$ cat src/dmie_pkg.sv
// Constants and types for the data-move instruction execution block
package dmie_pkg;

  // Instruction, data, address and bank widths, pointer count and select field width
  localparam int INSTR_W = 16;
  localparam int DATA_W = 8;
  localparam int ADDR_W = 12;
  localparam int BANK_W = 4;
  localparam int PTR_COUNT = 3;
  localparam int PTR_SEL_W = 2;

  // Opcode patterns, compared against the top bits of a word
  localparam logic [9:0] OP_PTR_LOAD = 10'h3B8;
  localparam logic [5:0] OP_MOVE_REG = 6'h14;
  localparam logic [3:0] OP_MOVE_R2R = 4'hC;
  localparam logic [3:0] OP_SECOND_WORD = 4'hF;

  // Field positions
  localparam int OPC4_HI = 15;
  localparam int OPC4_LO = 12;
  localparam int OPC6_LO = 10;
  localparam int OPC10_LO = 6;
  localparam int DEST_BIT = 9;
  localparam int BANK_BIT = 8;
  localparam int PSEL_HI = 5;
  localparam int PSEL_LO = 4;
  localparam int KHI_HI = 3;
  localparam int KHI_LO = 0;
  localparam int PTR_HI_LO = 8;

  // Fixed access bank: low half maps to bank 0, high half to the top bank
  localparam logic [7:0] ACCESS_SPLIT = 8'h80;
  localparam logic [3:0] ACCESS_LO_BANK = 4'h0;
  localparam logic [3:0] ACCESS_HI_BANK = 4'hF;

  // Reset values
  localparam logic [11:0] PTR_RESET = 12'h000;
  localparam logic [7:0] DATA_RESET = 8'h00;
  localparam logic [11:0] ADDR_RESET = 12'h000;
  localparam logic [15:0] INSTR_RESET = 16'h0000;

  // Four-phase instruction cycle
  typedef enum logic [3:0] {
    PH_Q1 = 4'h1,
    PH_Q2 = 4'h2,
    PH_Q3 = 4'h4,
    PH_Q4 = 4'h8
  } dmie_phase_t;

  // Which second word is awaited
  typedef enum logic [2:0] {
    PD_NONE = 3'h1,
    PD_PTR = 3'h2,
    PD_DEST = 3'h4
  } dmie_pend_t;

  // Operation being executed in the current instruction cycle
  typedef enum logic [5:0] {
    EX_NONE = 6'h01,
    EX_MOVE_REG = 6'h02,
    EX_R2R_SRC = 6'h04,
    EX_R2R_DST = 6'h08,
    EX_PTR_HI = 6'h10,
    EX_PTR_LO = 6'h20
  } dmie_exec_t;

endpackage

$ cat src/dmie_core.sv
// Execution logic for pointer load, register move and register-to-register move
//
// Design decisions made here: the strobed register port and the address map.
`timescale 1ns/1ns

// What this block does
// [RULE_01] The pointer-load instruction writes its 12-bit literal into the pointer register its select field names.
// [RULE_02] The register move sends the value to the accumulator when the destination bit is 0, back to the register when 1.
// [RULE_03] With the bank-access bit 0 the register move uses the fixed access bank, with 1 the bank select register.
// [RULE_04] The register move takes an 8-bit address selecting any byte of the chosen 256-byte bank.
// [RULE_05] The register-to-register move is two words, opcode 1100 with source then prefix 1111 with destination.
// [RULE_06] The register-to-register move copies source to destination, source untouched, flags untouched.
// [RULE_07] The register-to-register source address is a full 12-bit flat address with no bank selection.
// [RULE_08] The register move updates negative and zero flags; the other two moves leave all flags alone.
module dmie_core #(
  parameter int NUM_PTRS = dmie_pkg::PTR_COUNT
) (
  input wire logic i_clk,
  input wire logic i_rst,
  input wire logic [15:0] i_instr,
  input wire logic i_instr_valid,
  input wire logic [3:0] i_bank_sel,
  input wire logic [7:0] i_mem_rdata,
  output logic [3:0] o_phase,
  output logic o_second_pending,
  output logic [11:0] o_mem_addr,
  output logic o_mem_rd,
  output logic o_mem_wr,
  output logic [7:0] o_mem_wdata,
  output logic o_acc_we,
  output logic [7:0] o_acc_wdata,
  output logic o_flag_we,
  output logic o_flag_n,
  output logic o_flag_z,
  output logic [11:0] o_ptr0,
  output logic [11:0] o_ptr1,
  output logic [11:0] o_ptr2
);

  dmie_pkg::dmie_phase_t ph_r;
  dmie_pkg::dmie_pend_t pend_r;
  dmie_pkg::dmie_pend_t pend_nxt;
  dmie_pkg::dmie_exec_t ex_r;
  dmie_pkg::dmie_exec_t ex_nxt;
  logic [15:0] ir_r;
  logic [1:0] psel_r;
  logic [7:0] data_r;
  logic [11:0] addr_nxt;
  logic [11:0] ptr_r [NUM_PTRS];
  logic [3:0] opc4;
  logic [5:0] opc6;
  logic [9:0] opc10;
  logic [7:0] reg_off;
  logic [11:0] bank_addr;
  logic take;
  logic in_q3;
  logic in_q4;
  logic is_second;
  logic is_r2r;
  logic is_move;
  logic is_ptr;
  logic rd_nxt;
  logic to_acc;
  logic to_reg;
  logic move_n;
  logic move_z;
  logic psel_ok;
  logic ptr_hi_we;
  logic ptr_lo_we;
  logic src_held_r;

  // The three pointer ports and the 2-bit select field fix the pointer count
  if (NUM_PTRS != dmie_pkg::PTR_COUNT) begin : g_bad_ptr_count
    $error("dmie_core serves exactly three pointer registers");
  end
  // Port widths must agree with the package field widths
  if ($bits(o_mem_addr) != dmie_pkg::ADDR_W || $bits(i_mem_rdata) != dmie_pkg::DATA_W) begin : g_bad_data_width
    $error("dmie_core memory port widths disagree with the package");
  end
  if ($bits(i_instr) != dmie_pkg::INSTR_W || $bits(i_bank_sel) != dmie_pkg::BANK_W) begin : g_bad_instr_width
    $error("dmie_core instruction port widths disagree with the package");
  end

  assign opc4 = i_instr[dmie_pkg::OPC4_HI:dmie_pkg::OPC4_LO];
  assign opc6 = i_instr[dmie_pkg::OPC4_HI:dmie_pkg::OPC6_LO];
  assign opc10 = i_instr[dmie_pkg::OPC4_HI:dmie_pkg::OPC10_LO];
  assign reg_off = i_instr[7:0];
  assign take = (ph_r == dmie_pkg::PH_Q1) && i_instr_valid;

  // Phase markers for the process and write slots
  assign in_q3 = (ph_r == dmie_pkg::PH_Q3);
  assign in_q4 = (ph_r == dmie_pkg::PH_Q4);

  // Opcode classes of the offered word; the second-word prefix is tested first
  assign is_second = (opc4 == dmie_pkg::OP_SECOND_WORD);
  assign is_r2r = (opc4 == dmie_pkg::OP_MOVE_R2R);
  assign is_move = (opc6 == dmie_pkg::OP_MOVE_REG);
  assign is_ptr = (opc10 == dmie_pkg::OP_PTR_LOAD);

  // Only the register move and the first copy word read; the second copy word does no dummy read
  assign rd_nxt = (ex_nxt == dmie_pkg::EX_MOVE_REG) || (ex_nxt == dmie_pkg::EX_R2R_SRC);

  // Destination of a register move, chosen by the latched destination bit
  assign to_acc = (ex_r == dmie_pkg::EX_MOVE_REG) && !ir_r[dmie_pkg::DEST_BIT];
  assign to_reg = (ex_r == dmie_pkg::EX_MOVE_REG) && ir_r[dmie_pkg::DEST_BIT];

  // Negative and zero of the byte that stands on the read data in Q3
  assign move_n = i_mem_rdata[dmie_pkg::DATA_W - 1];
  assign move_z = (i_mem_rdata == dmie_pkg::DATA_RESET);

  // Banked address of a register move
  always_comb begin
    if (!i_instr[dmie_pkg::BANK_BIT]) begin
      if (reg_off < dmie_pkg::ACCESS_SPLIT) begin
        bank_addr = {dmie_pkg::ACCESS_LO_BANK, reg_off}; // [RULE_03] [RULE_04]
      end else begin
        bank_addr = {dmie_pkg::ACCESS_HI_BANK, reg_off}; // [RULE_03] [RULE_04]
      end
    end else begin
      bank_addr = {i_bank_sel, reg_off}; // [RULE_03] [RULE_04]
    end
  end

  // Decode of the word offered in Q1
  always_comb begin
    ex_nxt = dmie_pkg::EX_NONE;
    pend_nxt = dmie_pkg::PD_NONE;
    addr_nxt = o_mem_addr;
    if (is_second) begin
      // A second word with nothing pending executes as no operation
      if (pend_r == dmie_pkg::PD_DEST) begin
        ex_nxt = dmie_pkg::EX_R2R_DST; // [RULE_05]
        addr_nxt = i_instr[11:0];
      end else if (pend_r == dmie_pkg::PD_PTR) begin
        ex_nxt = dmie_pkg::EX_PTR_LO; // [RULE_01]
      end else begin
        ex_nxt = dmie_pkg::EX_NONE;
      end
    end else if (is_r2r) begin
      ex_nxt = dmie_pkg::EX_R2R_SRC; // [RULE_05]
      pend_nxt = dmie_pkg::PD_DEST;
      addr_nxt = i_instr[11:0]; // [RULE_07]
    end else if (is_move) begin
      ex_nxt = dmie_pkg::EX_MOVE_REG;
      addr_nxt = bank_addr;
    end else if (is_ptr) begin
      ex_nxt = dmie_pkg::EX_PTR_HI; // [RULE_01]
      pend_nxt = dmie_pkg::PD_PTR;
    end else begin
      ex_nxt = dmie_pkg::EX_NONE;
    end
  end

  // Four-phase sequencer
  always_ff @(posedge i_clk) begin
    if (i_rst) begin
      ph_r <= dmie_pkg::PH_Q1;
    end else begin
      case (ph_r)
        dmie_pkg::PH_Q1: ph_r <= dmie_pkg::PH_Q2;
        dmie_pkg::PH_Q2: ph_r <= dmie_pkg::PH_Q3;
        dmie_pkg::PH_Q3: ph_r <= dmie_pkg::PH_Q4;
        dmie_pkg::PH_Q4: ph_r <= dmie_pkg::PH_Q1;
        default: ph_r <= dmie_pkg::PH_Q1;
      endcase
    end
  end

  // Instruction latch and two-word tracking
  always_ff @(posedge i_clk) begin
    if (i_rst) begin
      ex_r <= dmie_pkg::EX_NONE;
      pend_r <= dmie_pkg::PD_NONE;
      ir_r <= dmie_pkg::INSTR_RESET;
      psel_r <= '0;
    end else if (ph_r == dmie_pkg::PH_Q1) begin
      if (i_instr_valid) begin
        ex_r <= ex_nxt;
        pend_r <= pend_nxt;
        ir_r <= i_instr;
        if (ex_nxt == dmie_pkg::EX_PTR_HI) begin
          psel_r <= i_instr[dmie_pkg::PSEL_HI:dmie_pkg::PSEL_LO]; // [RULE_01]
        end
      end else begin
        ex_r <= dmie_pkg::EX_NONE;
      end
    end
  end

  // Data memory address and read strobe, read in Q2
  always_ff @(posedge i_clk) begin
    if (i_rst) begin
      o_mem_addr <= dmie_pkg::ADDR_RESET;
      o_mem_rd <= 1'b0;
    end else if (take) begin
      o_mem_addr <= addr_nxt;
      o_mem_rd <= rd_nxt;
    end else begin
      o_mem_rd <= 1'b0;
    end
  end

  // Source byte of a register-to-register move, held until the second word
  always_ff @(posedge i_clk) begin
    if (i_rst) begin
      data_r <= dmie_pkg::DATA_RESET;
    end else if (in_q3 && (ex_r == dmie_pkg::EX_R2R_SRC)) begin
      data_r <= i_mem_rdata; // [RULE_06]
    end
  end

  // A copy writes only a source byte that a first word really read
  always_ff @(posedge i_clk) begin
    if (i_rst) begin
      src_held_r <= 1'b0;
    end else if (in_q3 && (ex_r == dmie_pkg::EX_R2R_SRC)) begin
      src_held_r <= 1'b1;
    end else if (in_q4 && (ex_r == dmie_pkg::EX_R2R_DST)) begin
      src_held_r <= 1'b0;
    end
  end

  // Memory write, issued for Q4
  always_ff @(posedge i_clk) begin
    if (i_rst) begin
      o_mem_wr <= 1'b0;
      o_mem_wdata <= dmie_pkg::DATA_RESET;
    end else if (in_q3) begin
      if (to_reg) begin
        o_mem_wr <= 1'b1; // [RULE_02]
        o_mem_wdata <= i_mem_rdata;
      end else if ((ex_r == dmie_pkg::EX_R2R_DST) && src_held_r) begin
        o_mem_wr <= 1'b1; // [RULE_06]
        o_mem_wdata <= data_r;
      end else begin
        o_mem_wr <= 1'b0;
      end
    end else begin
      o_mem_wr <= 1'b0;
    end
  end

  // Accumulator write, issued for Q4
  always_ff @(posedge i_clk) begin
    if (i_rst) begin
      o_acc_we <= 1'b0;
      o_acc_wdata <= dmie_pkg::DATA_RESET;
    end else if (in_q3 && to_acc) begin
      o_acc_we <= 1'b1; // [RULE_02]
      o_acc_wdata <= i_mem_rdata;
    end else begin
      o_acc_we <= 1'b0;
    end
  end

  // Status flags: only the register move touches them
  always_ff @(posedge i_clk) begin
    if (i_rst) begin
      o_flag_we <= 1'b0;
      o_flag_n <= 1'b0;
      o_flag_z <= 1'b0;
    end else if (in_q3 && (ex_r == dmie_pkg::EX_MOVE_REG)) begin
      o_flag_we <= 1'b1; // [RULE_08]
      o_flag_n <= move_n;
      o_flag_z <= move_z;
    end else begin
      o_flag_we <= 1'b0;
    end
  end

  // Pointer writes land in Q4; a select of 3 names no pointer and writes nothing
  assign psel_ok = (psel_r < 2'(NUM_PTRS));
  assign ptr_hi_we = in_q4 && (ex_r == dmie_pkg::EX_PTR_HI) && psel_ok; // [RULE_01]
  assign ptr_lo_we = in_q4 && (ex_r == dmie_pkg::EX_PTR_LO) && psel_ok; // [RULE_01]

  // Indirect pointers, high nibble on the first word, low byte on the second
  for (genvar g = 0; g < NUM_PTRS; g++) begin : g_ptr
    localparam logic [1:0] PTR_ID = 2'(g);
    always_ff @(posedge i_clk) begin
      if (i_rst) begin
        ptr_r[g] <= dmie_pkg::PTR_RESET;
      end else if (ptr_hi_we && (psel_r == PTR_ID)) begin
        ptr_r[g][11:dmie_pkg::PTR_HI_LO] <= ir_r[dmie_pkg::KHI_HI:dmie_pkg::KHI_LO]; // [RULE_01]
      end else if (ptr_lo_we && (psel_r == PTR_ID)) begin
        ptr_r[g][7:0] <= ir_r[7:0]; // [RULE_01]
      end
    end
  end

  // Pending flag kept as its own register so the port comes straight from a flop
  always_ff @(posedge i_clk) begin
    if (i_rst) begin
      o_second_pending <= 1'b0;
    end else if (take) begin
      o_second_pending <= (pend_nxt != dmie_pkg::PD_NONE); // [RULE_05]
    end
  end

  assign o_phase = ph_r;
  assign o_ptr0 = ptr_r[0];
  assign o_ptr1 = ptr_r[1];
  assign o_ptr2 = ptr_r[2];

endmodule

$ cat config.mk
export PLATFORM = sky130hd
export DESIGN_NAME = dmie_core
export DESIGN_NICKNAME = d
export VERILOG_FILES = /design/src/dmie_pkg.sv /design/src/dmie_core.sv
export SDC_FILE = /design/constraint.sdc
export NUM_CORES = 1
export LEC_CHECK = 0
export BUFFER_PORTS_ARGS = -buffer_cell sky130_fd_sc_hd__buf_4
export CORE_MARGIN = 8
export CORE_UTILIZATION = 38
export CTS_CLUSTER_SIZE = 20
export DETAILED_ROUTE_END_ITERATION = 8
export GPL_TIMING_DRIVEN = 0
export PLACE_DENSITY_LB_ADDON = 0.15
export SETUP_SLACK_MARGIN = 0.02
export SLEW_MARGIN = 25
export SYNTH_ARGS = -nofsm -noshare
export SYNTH_HDL_FRONTEND = slang
export SYNTH_SLANG_ARGS = --single-unit
$ cat constraint.sdc
create_clock -name i_clk -period 3.1 [get_ports i_clk]
set_input_delay 0.62 -clock i_clk [delete_from_list [all_inputs] [get_ports i_clk]]
set_output_delay 0.62 -clock i_clk [all_outputs]
set_load 0.02 [all_outputs]
**After elaboration in Yosys (flattened, before gate mapping)**

Memories as Yosys holds them, arrays and structs flattened.
Index checks and enable logic that the tools add are counted.

- Order comparisons: 2
- Equality and inequality tests: 22
- Muxes and demuxes: 55
- Bitwise logic cells: 8
- Reduce and logical (&&, ||, !) cells: 31

Operator list:

| operator | count |
|---|---|
| 12-bit 2-to-1 mux | 6 |
| 8-bit 2-to-1 mux | 5 |
| 1-bit 2-to-1 mux | 29 |
| 6-bit 2-to-1 mux | 4 |
| 6-bit by 5-bit equality test with 1-bit output (second input constant) | 3 |
| 1-bit logical AND | 18 |
| 5-bit 2-to-1 mux | 3 |
| 4-bit equality test (second input constant) | 3 |
| 6-bit by 2-bit equality test with 1-bit output (second input constant) | 2 |
| 6-bit by 3-bit equality test with 1-bit output (second input constant) | 2 |
| 4-bit 2-to-1 mux | 3 |
| 4-bit one-hot mux with 3 select lines | 1 |
| 10-bit equality test (second input constant) | 1 |
| 8-bit zero test | 1 |
| 8-bit less-than comparator (second input constant) | 1 |
| 6-bit by 4-bit equality test with 1-bit output (second input constant) | 1 |
| 6-bit equality test (second input constant) | 1 |
| 3-bit 2-to-1 mux | 2 |
| 1-bit OR | 6 |
| 3-bit AND reduction | 2 |
| 4-bit by 1-bit equality test with 1-bit output (second input constant) | 1 |
| 4-bit by 2-bit equality test with 1-bit output (second input constant) | 1 |
| 4-bit by 3-bit equality test with 1-bit output (second input constant) | 1 |
| 2-bit 2-to-1 mux | 2 |
| other kinds (15) | 19 |

- Flip-flop bits (word level): 69
- Memory bits (writable): 36
- Input bits: 31
- Word-level logic and storage cells: 136
- Memories: 1

Memory list:

| name | depth | width | rd ports | clocked after Yosys merged registers in | write ports | line | source |
|---|---|---|---|---|---|---|---|
| ptr_r | 3 | 12 | 3 | 0 | 3 | dmie_core.sv:49 | `logic [11:0] ptr_r [NUM_PTRS];` |

**Depth between registers and ports, before layout**

- Word-level depth: 9
- Mapped depth: 7
- Gate-level depth less buffers: 5

**Worst setup path after synthesis**

No wires, ideal clock.

- Path type: register -> register
- From: register ph_r[3], in the netlist o_phase[3]
- To: memory ptr_r[0][0], enable pin
- Arrival: 1,822 ps
- Slack: 903 ps
- Cell stages (with the launch flop): 5
- Path buffers: 0
- Clock period less this slack: 2,197 ps
- Cell sequence: dfxtp_1 nor4b_2 nand3b_1 or2_2 o21bai_1

RTL lines:

| element | line | source |
|---|---|---|
| start, declared | dmie_core.sv:40 | `dmie_pkg::dmie_phase_t ph_r;` |
| start signal, assigned | dmie_core.sv:157 | `ph_r <= dmie_pkg::PH_Q1;` |
| start signal, assigned | dmie_core.sv:160 | `dmie_pkg::PH_Q1: ph_r <= dmie_pkg::PH_Q2;` |
| start signal, assigned | dmie_core.sv:161 | `dmie_pkg::PH_Q2: ph_r <= dmie_pkg::PH_Q3;` |
| end, declared | dmie_core.sv:49 |  |

==> results.md <==
* WP data arrival at 2510 ps
* Syn. warnings at 0
* Critical Path RT at 3090 ps
* Pleak at 2.14 nW
* Placed Area at 0.00515 mm^2
* Actual slew at the worst max-slew pin at 769 ps
* Tcrit/Tclk final at roughly 81%
* CTS tree: done
* Pre-CTS setup slack at roughly 630 ps
* # setup viols final at 0
* Largest net degree at the start of global routing at 17
* Highest clock rate at about 0.4 GHz
* Final nets at 547
* Setup TNS at 0 ps
* Die Wd at ~120 um
* R2R Path End: ptr_r[0][3]
* Routed Antenna Nets at 0
* Hold path endpoint: o_acc_wdata[0]
* Hold WC Path Type: reg2reg
* DRT iter0 DRCs at 138
* Post-synth top area cell: dfxtp_1
* Vias/cell at 4.85
* Number of synthesized register bits at 104
* Fin worst setup slack at 587 ps
* Initial Util at 38.8%
* Total of max-cap violations at 0
* DRT Wirelength at between 9 and 10 mm
* Seq/Total Area, Yosys at 58.3%
* Rows at 38
* R2r startpoint: o_phase[3]
* RSZ-0062 raised after global routing: false
* FF-to-FF path depth at 4
* Clock Latency Late Sink at 360 ps
* Post-synth EDFFs at 36
* Cell area after layout at 0.00534 mm^2
* DIE HEIGHT at 121 um
* Core footprint at approximately 0.011 mm^2
* First-pass GRT wire length at 15.9 mm
* Mapped Avg Cell Area at 10.5 um^2
* Startpoint Class: flop
* Post-synth top flop: dfxtp_1
* Min Tclk post-route at 2510 ps
* Die area at 0.0146 mm^2
* Post-cts sizing count at 0
* Hold Slack at 460 ps
* Synth async-reset ratio at 0%
* Area growth syn-to-layout at 27.5%
* Final-report hold violation count at 0
* First drt pass iteration count at 4
* Total GRT Usage at 13.7%
* Count leader, synth: dfxtp_1
* Number of buffers added for setup after CTS at 0
* DRC viols at 0
* Relative slew margins at 48.6%
* Mapped Area at 0.00419 mm^2
* Clock sink count at 104
* Netlist cell types at 48
* Vias post-DR at 3206
* HPWL after DPL at ~7.6 mm
* Mapped Cells at 400
* WHS Path Cells at 2
* Kind of critical path: reg2reg
* Total grt overflow at 0
* # H-tree levels at 3
* Wire length per cell at 15.0 um
* Hold Buf Count CTS at 0
* Critical path peak fanout at 8
* CTS Root Cell: clkbuf_8
* Status: finished clean
* Min-delay src: o_acc_wdata[0]
* Bufs on Longest Clock Path at 2
* Worst reg2reg setup slack at 590 ps
* ANT cells at 0
* Post-Route Skew at 14.3 ps
* Num CTS Buffers at 9
* Antenna violations before repair at 0
* Vias in the first global route at 3098
* Power per cell area at 489 mW/mm^2
* Synth area leaders: dfxtp_1 32%, edfxtp_1 26%, mux2i_1 6.0%, and2_1 5.4%, nor2_1 4.7%
* Io pins at 106
* CP Capture Type: flop
* Final RePlAce weighted congestion at 0.800
* Input/output buffers at 105
* Layout cells sized above 1 at between 20% and 30%
* Post-synth top area share at 32.5%
* Syn Nets at 431
* VDD IR max at 0.000284 V
* Clk slew on worst S/H paths at 100 ps
* Fin. max-slew vios at 0
* Leading post-synthesis cells by instance count: 68 x dfxtp_1, 53 x nor2_1, 47 x nand2_1, 36 x and2_1, 36 x edfxtp_1
==> registers in the layout, indices dropped and copies added (netlist names) <==
register,count
data_r,8
ex_r,6
o_flag_we,1
pend_r,3
o_acc_we,1
ir_r,9
ptr_r,36
o_mem_wr,1
psel_r,2
o_phase,4
o_mem_addr,12
o_acc_wdata,8
o_flag_z,1
src_held_r,1
o_mem_rd,1
o_second_pending,1
o_mem_wdata,8
o_flag_n,1
==> layer usage <==
layer / vias up / GRT usage (%) / routed length, um
met5: - / 0 / 0
met4: 0 / 4.84 / 157
met3: 15 / 4.23 / 622
met2: 74 / 21.6 / 4490
met1: 1480 / 17.3 / 4660
li1: 1637 / - / -
==> metrics by stage <==
stage                     std cells  power, mW  utilization, %
after global routing            661       2.72            49.5
after CTS                       661       2.64            49.5
after global placement          645       1.83            47.7
after floorplan                 400       1.68               -
after detailed placement        645       1.83            47.7
final                           661       2.61            49.5
==> layout make-up <==
cell class | instances | area (um^2)
sequential | 104 | 2440
fill | 1012 | 5450
tap | 140 | 175
clock buffer | 11 | 131
inverter | 1 | 3.75
timing repair buffer | 105 | 788
buffer | 17 | 80.1
multi-input combinational | 278 | 1660
clock inverter | 5 | 56.3
==> report_power, final <==
group / internal, mW / switching, mW / leakage (nW)
logic: 0.119 / 0.177 / 1.13
clock network: 0.374 / 0.442 / 0.0915
registers: 1.45 / 0.0442 / 0.922
total: 1.95 / 0.663 / 2.14
==> kinds of logic after synthesis <==
| kind of cell | count (synthesis) | share of synthesized area [%] |
|---|---|---|
| buf+inv | 18 | 2.00 |
| simple gates | 191 | 23.9 |
| compound gates | 60 | 9.41 |
| xor+xnor | 2 | 0.418 |
| flops | 104 | 58.3 |
| mux | 25 | 5.97 |
==> worst max path at each step <==
stage	to	slack (ps)	cells past startpoint	start
finish	ptr_r[0][3]	590	4	o_phase[3]
global route	ptr_r[2][1]	370	4	o_phase[3]
floorplan	ptr_r[0][0]	900	4	o_phase[3]
detailed placement	ptr_r[0][5]	630	4	o_phase[3]
CTS	ptr_r[0][3]	610	4	o_phase[3]
global placement	ptr_r[0][4]	630	4	o_phase[3]
==> cell usage in the layout, fill, tap and decap left out, types with 5 or more instances in the layout <==
cell type	count
a211oi_1	9
a21oi_1	29
and2_1	36
buf_4	107
clkbuf_1	13
clkbuf_8	9
dfxtp_1	68
edfxtp_1	36
mux2i_1	25
nand2_1	47
nand3_1	9
nor2_1	53
nor3_1	6
o21bai_1	6
or2_2	5
==> critical path, stage by stage (launching register included) <==
cell      delay [ps]
dfxtp_1          470
nor4b_2          400
nand3b_1         270
or2_2            370
o21bai_1         630
Note: power is estimated with default switching activity, not from simulation.
